`src/hw/tpc_pkg.sv`:
```
// Package with register map, field layout and reset values of the timer counter core
package tpc_pkg;
    // Register byte addresses on the APB
    localparam logic [11:0] TPC_OFS_STATUS_CONTROL = 12'h000;
    localparam logic [11:0] TPC_OFS_COUNT_HIGH = 12'h004;
    localparam logic [11:0] TPC_OFS_COUNT_LOW = 12'h008;
    localparam logic [11:0] TPC_OFS_MODULO = 12'h00C;
    // Field positions inside timer_status_control
    localparam int TPC_OVF_FLAG_BIT = 7;
    localparam int TPC_OVF_IRQ_EN_BIT = 6;
    localparam int TPC_CENTER_PWM_BIT = 5;
    localparam int TPC_CLK_SRC_LSB = 3;
    localparam int TPC_PRESCALE_LSB = 0;
    // Clock source codes
    localparam logic [1:0] TPC_CLK_NONE = 2'h0;
    localparam logic [1:0] TPC_CLK_BUS = 2'h1;
    localparam logic [1:0] TPC_CLK_FIXED = 2'h2;
    localparam logic [1:0] TPC_CLK_EXT = 2'h3;
    // Values after reset, and the full count top used with a modulo of zero
    localparam logic [7:0] TPC_CONTROL_RST = 8'h00;
    localparam logic [15:0] TPC_COUNT_RST = 16'h0000;
    localparam logic [15:0] TPC_MODULO_RST = 16'h0000;
    localparam logic [15:0] TPC_FREE_TOP = 16'hFFFF;
    localparam logic [6:0] TPC_PRESCALE_RST = 7'h00;
    localparam logic [31:0] TPC_RDATA_RST = 32'h0000_0000;
endpackage

```
`src/hw/tpc_timer_core.sv`:
```
// Timer counter core: clock select, prescaler, counter, overflow flag, APB registers
//
// Decided for this implementation: the register offsets and register access over APB.
module tpc_timer_core
    import tpc_pkg::*;
(
    input wire logic mclk,
    input wire logic reset,
    input wire logic psel,
    input wire logic penable,
    input wire logic pwrite,
    input wire logic [11:0] paddr,
    input wire logic [31:0] pwdata,
    output logic [31:0] prdata,
    output logic pready,
    output logic pslverr,
    input wire logic extClk,
    input wire logic fixedClkTick,
    input wire logic loopActive,
    input wire logic debugHalt,
    output logic [15:0] count,
    output logic [15:0] moduloValue,
    output logic countDown,
    output logic centerPwm,
    output logic overflowIrq
);

    // Whole state of the block in one record
    typedef struct packed {
        logic ovfFlag;          // Overflow flag
        logic ovfIrqEn;         // Overflow interrupt enable
        logic centerSel;        // Up/down counting select
        logic [1:0] clkSrc;     // Clock source select
        logic [2:0] prescale;   // Prescale select
        logic [15:0] cnt;       // Counter
        logic [15:0] modulo;    // Modulo value
        logic down;             // Counting direction, high while counting down
        logic [6:0] presc;      // Prescaler divider chain
        logic clrArmed;         // Flag was read while set
        logic latched;          // Read buffer holds a snapshot
        logic pendHigh;         // Half that still has to be read
        logic [15:0] snap;      // Read buffer
        logic extSync1;         // First synchroniser stage
        logic extSync2;         // Second synchroniser stage
        logic extPrev;          // Edge detector history
        logic ready;            // APB answer
        logic slvErr;           // APB error answer
        logic [31:0] rdata;     // APB read data
        logic irq;              // Interrupt request
    } tpc_state_t;

    tpc_state_t cur;
    tpc_state_t nxt;

    // Bus decode and counter helpers, shared by logic and checks
    logic access;               // Access phase
    logic done;                 // Completing edge of a transfer
    logic wrCtl;                // Completing write to control
    logic wrCnt;                // Completing write to either count byte
    logic rdCnt;                // Completing read of either count byte
    logic srcTick;              // Selected source edge
    logic cntTick;              // Counter step after prescaler
    logic ovfEvent;             // Counter returned to zero
    logic [15:0] top;           // Effective end of count

    // Mask of prescaler bits that must be all ones for a step
    function automatic logic [6:0] preMask(input logic [2:0] sel);
        logic [7:0] m;
        m = (8'h01 << sel) - 8'h01;
        return m[6:0];
    endfunction

    // One byte of the count, taken from the buffer while it is loaded
    function automatic logic [7:0] cntByte(input tpc_state_t s, input logic high);
        logic [15:0] v;
        v = s.latched ? s.snap : s.cnt;
        return high ? v[15:8] : v[7:0];
    endfunction

    assign access = psel & penable;
    assign done = access & cur.ready;
    assign wrCtl = done & pwrite & (paddr == TPC_OFS_STATUS_CONTROL);
    assign wrCnt = done & pwrite & ((paddr == TPC_OFS_COUNT_HIGH) | (paddr == TPC_OFS_COUNT_LOW));
    assign rdCnt = done & ~pwrite & ((paddr == TPC_OFS_COUNT_HIGH) | (paddr == TPC_OFS_COUNT_LOW));
    // A modulo of zero lets the counter run its full range
    assign top = (cur.modulo == TPC_MODULO_RST) ? TPC_FREE_TOP : cur.modulo;

    // Source selection; prescaler sits after it
    always_comb begin
        unique case (cur.clkSrc)
            TPC_CLK_NONE: srcTick = 1'b0;
            TPC_CLK_BUS: srcTick = 1'b1;
            // Without an active loop the fixed clock is the bus clock
            TPC_CLK_FIXED: srcTick = loopActive ? fixedClkTick : 1'b1;
            TPC_CLK_EXT: srcTick = cur.extSync2 & ~cur.extPrev;
        endcase
    end

    // Step when the low prescaler bits are all ones; uses the live field, so a new
    // value acts on the very next cycle
    assign cntTick = srcTick & ~debugHalt & ((cur.presc & preMask(cur.prescale)) == preMask(cur.prescale));

    // Next state of the whole block
    always_comb begin
        nxt = cur;
        ovfEvent = 1'b0;
        // External pin: two stages, then edge history reads the second only
        nxt.extSync1 = extClk;
        nxt.extSync2 = cur.extSync1;
        nxt.extPrev = cur.extSync2;
        // Prescaler advances only on source edges
        if (srcTick && !debugHalt) begin
            nxt.presc = cur.presc + 7'h01;
        end
        // Counter step
        if (cntTick) begin
            if (!cur.centerSel) begin
                nxt.down = 1'b0;
                if (cur.cnt >= top) begin
                    nxt.cnt = TPC_COUNT_RST;
                    ovfEvent = 1'b1;
                end else begin
                    nxt.cnt = cur.cnt + 16'h0001;
                end
            end else if (!cur.down) begin
                // Turn round at the modulo value
                if (cur.cnt >= top) begin
                    nxt.down = 1'b1;
                    nxt.cnt = cur.cnt - 16'h0001;
                end else begin
                    nxt.cnt = cur.cnt + 16'h0001;
                end
            end else begin
                // Turn round at zero; reaching zero from one is the overflow
                if (cur.cnt <= 16'h0001) begin
                    nxt.cnt = TPC_COUNT_RST;
                    nxt.down = 1'b0;
                    ovfEvent = (cur.cnt == 16'h0001);
                end else begin
                    nxt.cnt = cur.cnt - 16'h0001;
                end
            end
        end
        // APB answer one cycle into the access phase
        nxt.ready = access & ~cur.ready;
        nxt.slvErr = 1'b0;
        if (access && !cur.ready) begin
            nxt.rdata = TPC_RDATA_RST;
            unique case (paddr)
                TPC_OFS_STATUS_CONTROL: begin
                    nxt.rdata[7:0] = {cur.ovfFlag, cur.ovfIrqEn, cur.centerSel,
                                      cur.clkSrc, cur.prescale};
                end
                TPC_OFS_COUNT_HIGH: nxt.rdata[7:0] = cntByte(cur, 1'b1);
                TPC_OFS_COUNT_LOW: nxt.rdata[7:0] = cntByte(cur, 1'b0);
                TPC_OFS_MODULO: nxt.rdata[15:0] = cur.modulo;
                // Unmapped addresses answer with an error and zero data
                default: nxt.slvErr = 1'b1;
            endcase
        end
        // Reading control arms the clear only when the returned byte showed the flag;
        // a flag that rose after the data was formed stays unseen and must not clear
        if (done && !pwrite && paddr == TPC_OFS_STATUS_CONTROL
                && cur.rdata[TPC_OVF_FLAG_BIT]) begin
            nxt.clrArmed = 1'b1;
        end
        // While the buffer is free it follows the count, and stops at the edge that
        // completes a count read; the buffer then holds the very value that formed
        // the returned byte, so a count moving between the two phases cannot split
        // the pair
        if (!cur.latched && !rdCnt) begin
            nxt.snap = cur.cnt;
        end
        // Count byte read outside halt: first read locks the buffer, read of the other half frees
        if (rdCnt && !debugHalt) begin
            if (!cur.latched) begin
                nxt.latched = 1'b1;
                nxt.pendHigh = (paddr == TPC_OFS_COUNT_LOW);
            end else if ((paddr == TPC_OFS_COUNT_HIGH) == cur.pendHigh) begin
                nxt.latched = 1'b0;
            end
        end
        // Control write; a zero in the flag bit clears only when armed
        if (wrCtl) begin
            nxt.ovfIrqEn = pwdata[TPC_OVF_IRQ_EN_BIT];
            nxt.centerSel = pwdata[TPC_CENTER_PWM_BIT];
            nxt.clkSrc = pwdata[TPC_CLK_SRC_LSB +: 2];
            nxt.prescale = pwdata[TPC_PRESCALE_LSB +: 3];
            if (!pwdata[TPC_OVF_FLAG_BIT] && cur.clrArmed) begin
                nxt.ovfFlag = 1'b0;
            end
            nxt.clrArmed = 1'b0;
            nxt.latched = 1'b0;
        end
        // Any data written to a count byte clears the count
        if (wrCnt) begin
            nxt.cnt = TPC_COUNT_RST;
            nxt.down = 1'b0;
            nxt.presc = TPC_PRESCALE_RST;
            nxt.latched = 1'b0;
            ovfEvent = 1'b0;
        end
        // Modulo is written directly; buffering lives outside this core
        if (done && pwrite && paddr == TPC_OFS_MODULO) begin
            nxt.modulo = pwdata[15:0];
        end
        // Overflow wins over a clear in the same cycle and disarms it
        if (ovfEvent) begin
            nxt.ovfFlag = 1'b1;
            nxt.clrArmed = 1'b0;
        end
        nxt.irq = nxt.ovfFlag & nxt.ovfIrqEn;
    end

    // State register
    always_ff @(posedge mclk or posedge reset) begin
        if (reset) begin
            cur <= '0;
        end else begin
            cur <= nxt;
        end
    end

    // Outputs straight from the state
    assign prdata = cur.rdata;
    assign pready = cur.ready;
    assign pslverr = cur.slvErr;
    assign count = cur.cnt;
    assign moduloValue = cur.modulo;
    assign countDown = cur.down;
    assign centerPwm = cur.centerSel;
    assign overflowIrq = cur.irq;
endmodule

```
`config.mk`:
```
export PLATFORM = sky130hd
export DESIGN_NAME = tpc_timer_core
export DESIGN_NICKNAME = d
export VERILOG_FILES = /design/src/hw/tpc_pkg.sv /design/src/hw/tpc_timer_core.sv
export SDC_FILE = /design/constraint.sdc
export NUM_CORES = 1
export LEC_CHECK = 0
export BUFFER_PORTS_ARGS = -buffer_cell sky130_fd_sc_hd__buf_2
export CORE_ASPECT_RATIO = 0.6
export CORE_MARGIN = 1
export CORE_UTILIZATION = 50
export CTS_CLUSTER_SIZE = 20
export DETAILED_ROUTE_END_ITERATION = 6
export GPL_TIMING_DRIVEN = 0
export HOLD_SLACK_MARGIN = 0.06
export PLACE_DENSITY = 0.87
export SYNTH_ARGS = -nofsm -noshare
export SYNTH_HDL_FRONTEND = slang
export SYNTH_SLANG_ARGS = --single-unit
```
`constraint.sdc`:
```
create_clock -name mclk -period 4.05 [get_ports mclk]
set_clock_uncertainty 0.2 [all_clocks]
set_input_delay 0.81 -clock mclk [delete_from_list [all_inputs] [get_ports mclk]]
set_output_delay 0.81 -clock mclk [all_outputs]
set_load 0.005 [all_outputs]
```
======== Word-level counts from Yosys, hierarchy flattened ========
Index checks and enable logic that the tools add are counted.
word-level totals
  register bits ........................... 89
  output and inout bits ................... 69
  word-level logic and storage cells ...... 118
operators by class
  add/subtract/negate cells ............... 4
  $lt $le $gt $ge ......................... 2
  equal/unequal tests ..................... 9
  shift operators ......................... 1
  multiplexer cells ....................... 38
  bitwise logic cells ..................... 19
  reductions and logical operators ........ 25
operators with widths
  cell                                                                                number
  16-bit 2-to-1 mux                                                                   9
  33-bit 2-to-1 mux                                                                   1
  8-bit one-hot mux with 4 select lines                                               1
  12-bit by 4-bit equality test with 1-bit output (second input constant)             2
  8-bit 2-to-1 mux                                                                    3
  1-bit 2-to-1 mux                                                                    20
  16-bit by 1-bit adder with 16-bit output (second input constant)                    1
  16-bit by 1-bit equality test with 1-bit output (second input constant)             1
  16-bit >= comparator                                                                1
  16-bit by 1-bit less-or-equal comparator with 1-bit output (second input constant)  1
  16-bit logical NOT                                                                  1
  16-bit by 1-bit subtractor with 16-bit output (second input constant)               1
  1-bit bitwise AND                                                                   12
  12-bit by 3-bit equality test with 1-bit output (second input constant)             1
  12-bit logical NOT                                                                  1
  1-bit logical AND                                                                   10
  7-bit by 1-bit adder with 7-bit output (second input constant)                      1
  7-bit bitwise AND                                                                   1
  7-bit equality test                                                                 1
  7-bit 2-to-1 mux                                                                    1
  1-bit by 3-bit << shifter with 7-bit output (first input constant)                  1
  7-bit by 1-bit subtractor with 7-bit output (second input constant)                 1
  1-bit logical NOT                                                                   6
  3-bit nonzero test                                                                  2
  other kinds (11)                                                                    18

======== Logic depth before layout (Yosys ltp) ========
Gate-level depths: netlist of the first run.
  depth in word-level cells ............... 9
  depth in mapped cells ................... 15

======== Least setup slack after synthesis of the first run ========
No wires, ideal clock.
  path kind ............................... register -> register
  start ................................... reg cur, in the netlist moduloValue[6]
  end ..................................... reg cur, in the netlist count[13]
  library setup time ...................... 0.082 ns
  data arrival time ....................... 3.542 ns
  required time ........................... 3.768 ns
  path slack .............................. 0.226 ns
  cell stages (with the launch flop) ...... 16
  period minus slack after synthesis ...... 3.824 ns
  cells stage by stage .................... dfrtp_1 nor4_1 and4_1 clkbuf_1 clkbuf_1 nor2_1 ha_1 nand4_2 a211o_1 o32a_1 a31o_1 buf_6 or3_1 buf_4 o21a_1 a31oi_1
between the ends
  longest elaborated chain between the ends .. 8
  elaborated cells between the ends (all ways) .. 9
ends and longest elaborated chain
  item                    line                                          source
  from (decl)             tpc_timer_core.sv:52                          tpc_state_t cur;
  from (signal assigned)  tpc_timer_core.sv:220                         cur <= nxt;
  16-bit logical NOT      tpc_timer_core.sv:86                          assign top = (cur.modulo == TPC_MODULO_RST) ? TPC_FREE_TOP : cur.modulo;
  16-bit 2-to-1 mux *     tpc_timer_core.sv:86
  16-bit >= comparator *  tpc_timer_core.sv:119, tpc_timer_core.sv:127
  16-bit 2-to-1 mux       tpc_timer_core.sv:127                         if (cur.cnt >= top) begin
  16-bit 2-to-1 mux       tpc_timer_core.sv:125                         end else if (!cur.down) begin
  16-bit 2-to-1 mux *     tpc_timer_core.sv:117                         if (!cur.centerSel) begin
  16-bit 2-to-1 mux *     tpc_timer_core.sv:116                         if (cntTick) begin
  16-bit 2-to-1 mux *     tpc_timer_core.sv:196                         if (wrCnt) begin
Every way passes the cells marked *; elsewhere a longest branch is shown, timed or not. The select of a mux whose other input is x is not followed.
A chain may end at the register's enable or synchronous reset.

======== Worst setup path in the final report of the first run ========
  start ................................... reg cur, in the netlist moduloValue[1]
  end ..................................... reg cur, in the netlist count[6]
Same word-level chain as after synthesis.

==> impl_metrics.py, run 1 <==
metrics = {
    "final_layout": {
        "fin_area_sq_um": 6800,
        "layout_common_cells": "88 x buf_2, 83 x dfrtp_1, 78 x buf_4",
        "nFillCells": 848,
        "area_growth_pct": 20.5,
        "diodes": 0,
        "final_common_cell": "buf_2",
        "drive_gt1_share_pct": 33.3,
        "final_nets": 786,
    },
    "power_and_ir_drop": {
        "powerDensity_nw_per_um2": 261,
        "p_switching_mw": 0.411,
        "pwr-share-comb_pct": 4.5,
        "power_frac_seq_pct": 50.4,
        "sw_frac_of_total_pct": 23.2,
        "power_mw": 1.77,
        "peakVddDrop_v": 0.000222,
        "p_leak_nw": 3.48,
        "power.internal_mw": 1.36,
        "power_frac_clock_pct": 45.1,
    },
    "detailed_routing": {
        "final_antenna_net_count": 0,
        "drc": 11,
        "vias": 5257,
        "wirelength_um": 16700,
        "first_pass_iters": 7,
        "drt_iter0_markers": 613,
        "viasPerCell": 6.13,
        "wl_per_cell_um": 19.4,
    },
    "critical_path": {
        "slowest_stage": "dfrtp_1",
        "crit_arrival_ps": 4000,
        "path_common_cell": "buf_4",
        "cp-end-kind": "register",
        "critPathMaxFanout": 10,
        "cp.required_ps": 4100,
        "critPathKind": "register to register",
        "crit_chain": "nor4_1, and4_4, buf_4, or2_2, ha_1, nand2b_1, a2111oi_1, o32a_1, buf_4, nand3_4, nor3_4, buf_4, o21ai_1, a41oi_1",
        "critPathLaunchType": "register",
        "slowest_delay_ps": 530,
    },
    "cts": {
        "numClockSinks": 89,
        "cts_tree": "done",
        "htree_levels": 3,
        "clk_latency_ps": 340,
        "clk_pin_slew_ps": 70,
        "cts-buffers-inserted": 9,
        "root_buffer": "clkbuf_16",
        "cts_hold_buf": 0,
        "cts_buffer_depth": 2,
    },
    "logic_synthesis": {
        "ys_async_sr_fraction_pct": 100,
        "synth_seq_cells": 89,
        "synth_cells": 589,
        "synth_cell_types": 68,
        "synth.top_cell.area_share_pct": 39.5,
        "synth_area_leader_cell": "dfrtp_1",
        "ys_seq_area_share_pct": 39.5,
        "yosys-top-cells-area": "dfrtp_1 39%, buf_4 8.8%, ha_1 4.4%",
        "avgSynthCellArea_sq_um": 9.58,
        "syn_area_sq_um": 5640,
        "synth_top_flop_cell": "dfrtp_1",
        "yosysWarnings": 0,
        "synth_edf_count": 0,
    },
    "place": {
        "pre_cts_slack_ps": -889,
        "io_buffers": 87,
        "dpl-instance-area_sq_um": 6340,
        "dpl.hpwl_um": 12300,
        "gp_congestion": 0.943,
    },
    "global_routing": {
        "grtUsageTotal_pct": 28.5,
        "grt_pass1_wl_um": 26100,
        "grt-ovfl-total": 0,
        "grt_pass1_vias": 4917,
        "grt_max_degree": 72,
        "antenna_found_initial": 0,
    },
    "floorplan": {
        "num_rows": 29,
        "die_h_um": 84.3,
        "fp.dieW_um": 139,
        "io_pins": 122,
        "dieArea_sq_um": 11700,
        "core_sq_um": 10800,
        "start_util_pct": 52.3,
    },
    "timing": {
        "fmax_mhz": 254,
        "finalWorstSetupSlack_ps": 106,
        "slew_viol_final": 0,
        "relSlewSlack_pct": 24.8,
        "setup_viol": 0,
        "tightest_slew_ps": 1120,
        "period_share_pct": 97.4,
        "post-route-min-period_ps": 3940,
        "hold_viol_final": 0,
    },
    "flow_run": {
        "drv_cap": 0,
    },
    "worst_hold_path": {
        "hold_path.class": "register to register",
    },
    "status": {
        "failed_checks": "DRC",
        "outcome": "finished with violations",
    },
}
-- registers in the layout, summed over array words and instances (netlist names) --
name         flops
pslverr          1
prdata          16
pready           1
centerPwm        1
countDown        1
count           16
overflowIrq      1
cur             36
moduloValue     16
-- power groups by stage --
| stage | clock [mW] | sequential [mW] | combinational, mW |
|---|---|---|---|
| finish | 0.799 | 0.893 | 0.0800 |
| global placement | 0 | 0.910 | 0.0725 |
| floorplan | 0 | 0.910 | 0.0443 |
| global route | 0.838 | 0.893 | 0.0887 |
| detailed placement | 0 | 0.910 | 0.0787 |
| CTS | 0.801 | 0.893 | 0.0789 |
-- per-stage QoR --
step                      cells  util (%)  TNS [ps]  hold WS, ps
after floorplan             604         -         0          131
after global placement      830      58.5    -25240          139
after detailed placement    831      58.8     -8570          141
after CTS                   848      62.2         0          174
after global routing        857      63.1     -4.42          181
final                       857      63.1         0          172
-- layout make-up --
cell class / count / area [sq um] / share of cell area [%]
Multi-Input combinational cell: 406 / 2870 / 42.2
Sequential cell: 89 / 2230 / 32.9
Buffer: 96 / 643 / 9.46
Timing Repair Buffer: 99 / 546 / 8.03
Clock buffer: 11 / 243 / 3.57
Tap cell: 139 / 174 / 2.56
Inverter: 12 / 47.5 / 0.699
Clock inverter: 5 / 40.0 / 0.589
-- layer usage --
layer	GRT usage [%]	share of wire [%]	wire (um)	vias up
met2	44.4	44	7360	345
met3	8.78	13	2090	33
met4	6.16	1.5	250	0
met1	39.2	42	6960	2554
li1	-	-	-	2325
met5	0	0	0	-
-- logic make-up (layout without fill, tap and decap cells) --
logic type | after synthesis | after routing | synth area share (%)
and+or+nand+nor | 188 | 188 | 17.5
AOI/OAI and AO/OA | 133 | 133 | 17.0
buffers and inverters | 109 | 223 | 12.1
DFF | 89 | 89 | 39.5
muxes | 41 | 41 | 8.12
adders and majority gates | 20 | 20 | 4.44
xor gates and xnor gates | 8 | 8 | 1.24
other | 1 | 16 | 0.0665
-- path summary, 6_finish.rpt --
| path | start | to | slack (ps) | cells past startpoint |
|---|---|---|---|---|
| hold / removal | cur[37] | cur[36] | 170 | 0 |
| setup reg to reg | moduloValue[1] | count[6] | 110 | 14 |
| hold reg to reg | cur[37] | cur[36] | 170 | 0 |
| min in group asynchronous | reset | moduloValue[9] | 220 | 2 |
| setup / recovery | moduloValue[1] | count[6] | 110 | 14 |
| max in group asynchronous | reset | moduloValue[0] | 2780 | 3 |
-- worst max-delay path: cells and delay by family, from the launching register on --
| family | cells | cell delay, ps |
|---|---|---|
| AOI/OAI and AO/OA | 4 | 1070 |
| adders and majority gates | 1 | 260 |
| buffers and inverters | 3 | 580 |
| DFF | 1 | 530 |
| and+or+nand+nor | 6 | 1210 |
-- Yosys cell counts, drive strengths merged, types with 2 or more instances --
| cell type | number |
|---|---|
| dfrtp | 89 |
| buf | 71 |
| nor2 | 48 |
| nand2 | 42 |
| mux2 | 38 |
| a21oi | 35 |
| clkbuf | 26 |
| a221oi | 24 |
| ha | 20 |
| nand3 | 18 |
| nor3 | 17 |
| o21ai | 15 |
| nor4 | 14 |
| a21o | 13 |
| and3 | 11 |
| inv | 11 |
| nand2b | 9 |
| a22oi | 8 |
| a31oi | 7 |
| nand4 | 7 |
| xor2 | 6 |
| a211oi | 3 |
| a41oi | 3 |
| and2 | 3 |
| mux2i | 3 |
| nand3b | 3 |
| nor3b | 3 |
| or3 | 3 |
| or4 | 3 |
| a21boi | 2 |
| a2bb2oi | 2 |
| and4 | 2 |
| o21a | 2 |
| o31a | 2 |
| o32ai | 2 |
| or2 | 2 |
| xnor2 | 2 |
-- what timing repair did --
item | 4_1_cts | 5_1_grt
pin swaps | 3 | 9
setup endpoints to repair | 19 | 11
hold endpoints to repair | 0 | 0
setup buffers | 2 | 9
resized for setup | 13 | 13
(Power assumes the default switching activity.)
==> inputs of run 2 (changes only) <==
--- a/config.mk
+++ b/config.mk
@@ -5,6 +5,7 @@
 export SDC_FILE = /design/constraint.sdc
 export NUM_CORES = 1
 export LEC_CHECK = 0
+export ABC_CLOCK_PERIOD_IN_PS = 4050
 export BUFFER_PORTS_ARGS = -buffer_cell sky130_fd_sc_hd__buf_2
 export CORE_ASPECT_RATIO = 0.6
 export CORE_MARGIN = 1
@@ -13,6 +14,7 @@
 export DETAILED_ROUTE_END_ITERATION = 6
 export GPL_TIMING_DRIVEN = 0
 export HOLD_SLACK_MARGIN = 0.06
+export MAX_ROUTING_LAYER = met4
 export PLACE_DENSITY = 0.87
 export SYNTH_ARGS = -nofsm -noshare
 export SYNTH_HDL_FRONTEND = slang
==> impl_metrics.py, run 2 (synthesis results as in run 1) <==
metrics = {
    "power_and_ir_drop": {
        "power.internal_mw": 1.36,
        "p_leak_nw": 3.50,
        "p_switching_mw": 0.461,
        "power_frac_clock_pct": 46.5,
        "power_frac_seq_pct": 49.0,
        "peakVddDrop_v": 0.000221,
        "powerDensity_nw_per_um2": 263,
        "sw_frac_of_total_pct": 25.3,
        "pwr-share-comb_pct": 4.5,
    },
    "critical_path": {
        "critPathLaunchType": "register",
        "critPathMaxFanout": 7,
        "critPathKind": "register to register",
        "cp-end-kind": "register",
        "cp.required_ps": 4120,
        "crit_arrival_ps": 4080,
    },
    "cts": {
        "cts-buffers-inserted": 9,
        "clk_latency_ps": 350,
        "cts_tree": "done",
        "htree_levels": 3,
        "cts_buffer_depth": 2,
        "clk_pin_slew_ps": 70,
        "numClockSinks": 89,
        "root_buffer": "clkbuf_16",
    },
    "timing": {
        "tightest_slew_ps": 1230,
        "relSlewSlack_pct": 17.5,
        "setup_viol": 0,
        "slew_viol_final": 0,
        "post-route-min-period_ps": 4010,
        "fmax_mhz": 249,
        "period_share_pct": 99.0,
        "hold_viol_final": 0,
    },
    "final_layout": {
        "top_register": "cur",
        "diodes": 0,
        "area_growth_pct": 22.6,
        "fin_area_sq_um": 6910,
        "utilization_pct": 64.2,
        "layout_common_cells": "89 x buf_2, 83 x dfrtp_1, 78 x buf_4",
        "drive_gt1_share_pct": 35.0,
        "final_common_cell": "buf_2",
        "largest_register_ffs": 36,
        "final_nets": 789,
    },
    "floorplan": {
        "num_rows": 29,
        "start_util_pct": 52.3,
        "fp.dieW_um": 139,
        "die_h_um": 84.3,
        "core_sq_um": 10800,
        "dieArea_sq_um": 11700,
        "io_pins": 122,
    },
    "detailed_routing": {
        "final_antenna_net_count": 0,
        "vias": 5326,
        "wirelength_um": 17100,
        "viasPerCell": 6.19,
        "drt_iter0_markers": 650,
        "drc": 10,
        "first_pass_iters": 7,
        "wl_per_cell_um": 19.9,
    },
    "global_routing": {
        "grt_pass1_wl_um": 26300,
        "grt_max_degree": 56,
        "grtUsageTotal_pct": 30.0,
        "grt_pass1_vias": 5036,
        "antenna_found_initial": 0,
        "grt-ovfl-total": 0,
    },
    "status": {
        "failed_checks": "DRC",
        "outcome": "finished with violations",
    },
    "worst_hold_path": {
        "hold_path.class": "register to register",
    },
    "place": {
        "dpl-instance-area_sq_um": 6340,
        "io_buffers": 87,
        "dpl.hpwl_um": 12300,
        "gp_congestion": 0.954,
    },
    "flow_run": {
        "drv_cap": 0,
    },
}
-- run 2: cell count changes in the layout (fill, tap and decap cells not counted), moves of 2 or more --
cell	delta
inv_8	+3
nor2_1	-3
ha_1	-3
ha_4	+3
nor2_4	+3
clkinvlp_4	-2
-- run 2: cell type report --
| type | instances | area [sq um] |
|---|---|---|
| flip-flops and latches | 89 | 2230 |
| inverters | 12 | 47.5 |
| fillers | 846 | 3860 |
| clock buffers | 9 | 225 |
| plain buffers | 96 | 644 |
| repair buffers | 102 | 576 |
| well taps | 139 | 174 |
| clock inverters | 7 | 67.6 |
| multi-input cells | 406 | 2950 |
-- run 2: repair_timing --
action / in CTS / in global routing
hold buffers: 0 / 0
resized for setup: 16 / 25
endpoints found under the setup margin: 19 / 11
pin swaps: 1 / 18
setup buffers: 0 / 14
endpoints found under the hold margin: 0 / 0
-- run 2: routing by layer --
metal | global-route usage [%] | share of wire [%]
met5 | - | 0
met4 | 11.2 | 2.5
met3 | 9.58 | 13
met2 | 42.8 | 43
met1 | 39.7 | 42
-- run 2: power groups by stage --
stage	combinational (mW)	clock [mW]	sequential, mW
after detailed placement	0.0798	0	0.910
after CTS	0.0801	0.848	0.892
after global placement	0.0727	0	0.910
final	0.0818	0.847	0.892
after global routing	0.0908	0.883	0.892
after floorplan	0.0443	0	0.910
-- run 2: through the flow --
step                setup WS [ps]  std cells  power [mW]  hold WS [ps]  TNS (ps)
finish                       41.3        860        1.82           156         0
global route                -72.0        860        1.87           160      -255
CTS                          2.83        846        1.82           159         0
detailed placement           -959        831       0.989           144    -10080
global placement             -751        830       0.982           137    -28720
floorplan                     226        604       0.954           131         0
-- run 2: worst max-delay path, cell delays in order (launching register included) --
cell     delay, ps
dfrtp_2        450
nor4_4         340
and4_4         300
buf_6          130
buf_8          130
nor2_4          40
ha_4           250
nand4_1        150
a211o_1        270
o32a_4         430
a31o_1         230
buf_6          130
or3_1          360
buf_6          150
o21a_1         170
a31oi_1        180
-- run 2: final timing paths --
| kind | end | slack, ps | from | cells after the start |
|---|---|---|---|---|
| min reg2reg | cur[36] | 160 | cur[37] | 0 |
| min | cur[36] | 160 | cur[37] | 0 |
| min in group asynchronous | count[8] | 310 | reset | 2 |
| max in group asynchronous | moduloValue[1] | 2680 | reset | 3 |
| max | count[13] | 40 | moduloValue[8] | 15 |
| max reg2reg | count[13] | 40 | moduloValue[8] | 15 |
==> inputs of run 3 (changes only) <==
--- a/config.mk
+++ b/config.mk
@@ -15,7 +15,7 @@
 export GPL_TIMING_DRIVEN = 0
 export HOLD_SLACK_MARGIN = 0.06
 export MAX_ROUTING_LAYER = met4
-export PLACE_DENSITY = 0.87
+export PLACE_DENSITY_LB_ADDON = 0.1
 export SYNTH_ARGS = -nofsm -noshare
 export SYNTH_HDL_FRONTEND = slang
 export SYNTH_SLANG_ARGS = --single-unit
==> impl_metrics.py, run 3 (synthesis results as in run 1) <==
metrics = {
    "final_layout": {
        "final_common_cell": "buf_2",
        "nFillCells": 905,
        "utilization_pct": 63.3,
        "layout_common_cells": "90 x buf_2, 81 x dfrtp_1, 75 x buf_4",
        "top_register": "cur",
        "stdcell_count": 856,
        "largest_register_ffs": 36,
        "diodes": 0,
        "area_growth_pct": 20.9,
        "final_nets": 785,
        "drive_gt1_share_pct": 33.9,
    },
    "place": {
        "pre_cts_slack_ps": -924,
        "dpl.hpwl_um": 12500,
        "dp.cells": 831,
        "io_buffers": 87,
        "gp_congestion": 0.943,
    },
    "detailed_routing": {
        "drc": 8,
        "viasPerCell": 5.94,
        "wirelength_um": 16700,
        "first_pass_iters": 6,
        "final_antenna_net_count": 0,
        "vias": 5088,
        "drt_iter0_markers": 411,
        "wl_per_cell_um": 19.5,
    },
    "cts": {
        "clk_latency_ps": 340,
        "clk_pin_slew_ps": 70,
        "cts_buffer_depth": 2,
        "htree_levels": 3,
        "numClockSinks": 89,
        "root_buffer": "clkbuf_16",
        "cts_tree": "done",
        "cts-buffers-inserted": 9,
    },
    "global_routing": {
        "grt_max_degree": 65,
        "grt_pass1_vias": 4789,
        "grt_pass1_wl_um": 26100,
        "grtUsageTotal_pct": 30.2,
        "antenna_found_initial": 0,
        "grt-ovfl-total": 0,
    },
    "power_and_ir_drop": {
        "peakVddDrop_v": 0.000202,
        "p_leak_nw": 3.48,
        "powerDensity_nw_per_um2": 262,
        "power_mw": 1.79,
    },
    "floorplan": {
        "die_h_um": 84.3,
        "start_util_pct": 52.3,
        "dieArea_sq_um": 11700,
        "num_rows": 29,
        "io_pins": 122,
        "core_sq_um": 10800,
        "fp.dieW_um": 139,
    },
    "flow_run": {
        "drv_cap": 0,
    },
    "timing": {
        "fmax_mhz": 256,
        "tightest_slew_ps": 1060,
        "hold_viol_final": 0,
        "setup_viol": 0,
        "slew_viol_final": 0,
        "hold_ws_ps": 157,
        "post-route-min-period_ps": 3910,
        "period_share_pct": 96.5,
        "relSlewSlack_pct": 28.6,
        "finalWorstSetupSlack_ps": 143,
    },
    "critical_path": {
        "slowest_stage": "dfrtp_2",
        "slowest_delay_ps": 440,
        "rrSetupSlack_ps": 140,
        "cp-end-kind": "register",
        "crit_arrival_ps": 3960,
        "cp.required_ps": 4100,
        "critPathKind": "register to register",
        "path_common_cell": "buf_6",
        "crit_chain": "nor4_4, and4_4, buf_6, nor2_1, ha_1, nand4_4, a211o_1, o32a_4, a31o_1, buf_6, or3_1, buf_4, o21a_1, a31oi_1",
        "critPathLaunchType": "register",
        "critPathMaxFanout": 10,
    },
    "worst_hold_path": {
        "hold_path.class": "register to register",
    },
    "status": {
        "outcome": "finished with violations",
        "failed_checks": "DRC",
    },
}
==> run 3: path summary, 6_finish.rpt <==
path	start	cells after the start	to
min in group asynchronous	reset	2	prdata[9]
worst min-delay path	cur[37]	0	cur[36]
max in group asynchronous	reset	3	moduloValue[0]
worst max register to register	moduloValue[11]	14	count[13]
worst min register to register	cur[37]	0	cur[36]
worst max-delay path	moduloValue[11]	14	count[13]
==> run 3: routing by layer <==
metal | routed length [um] | vias up | share of wire, % | track usage [%]
met5 | 0 | - | 0 | -
met4 | 210 | 0 | 1.3 | 6.87
met3 | 1810 | 24 | 11 | 9.75
met2 | 6860 | 251 | 41 | 39.8
met1 | 7820 | 2488 | 47 | 44.2
li1 | - | 2325 | - | -
==> run 3: final cells by class <==
cell class / count / area (sq um) / area share (%)
plain buffers: 96 / 641 / 9.39
clock buffers: 12 / 256 / 3.76
clock inverters: 4 / 33.8 / 0.495
inverters: 12 / 47.5 / 0.697
multi-input cells: 406 / 2890 / 42.4
flip-flops and latches: 89 / 2240 / 32.8
well taps: 139 / 174 / 2.55
repair buffers: 98 / 536 / 7.85
==> run 3: timing repair <==
action | 4_1_cts | 5_1_grt
hold endpoints to repair | 0 | 0
gates resized for setup | 12 | 18
endpoints found under the setup margin | 19 | 11
pin swaps | 3 | 4
setup buffers | 2 | 7
hold buffers | 0 | 0
cloned | 0 | 1
==> run 3: where the power goes <==
| group | switching [mW] | internal (mW) |
|---|---|---|
| Combinational | 0.0471 | 0.0326 |
| Clock | 0.359 | 0.456 |
| Sequential | 0.00153 | 0.891 |
| Total | 0.408 | 1.38 |
==> run 3: critical path: cells and delay by family (launching register included) <==
family	cells	cell delay (ps)
DFF	1	440
adders and majority gates	1	370
and+or+nand+nor	5	1080
AOI/OAI and AO/OA	5	1290
buffers and inverters	3	460
==> run 3: metrics by stage <==
stage | setup TNS, ps | area, sq um
floorplan | 0 | 5700
global placement | -46790 | 6310
detailed placement | -9050 | 6340
CTS | 0 | 6690
global route | -5.25 | 6820
finish | 0 | 6820
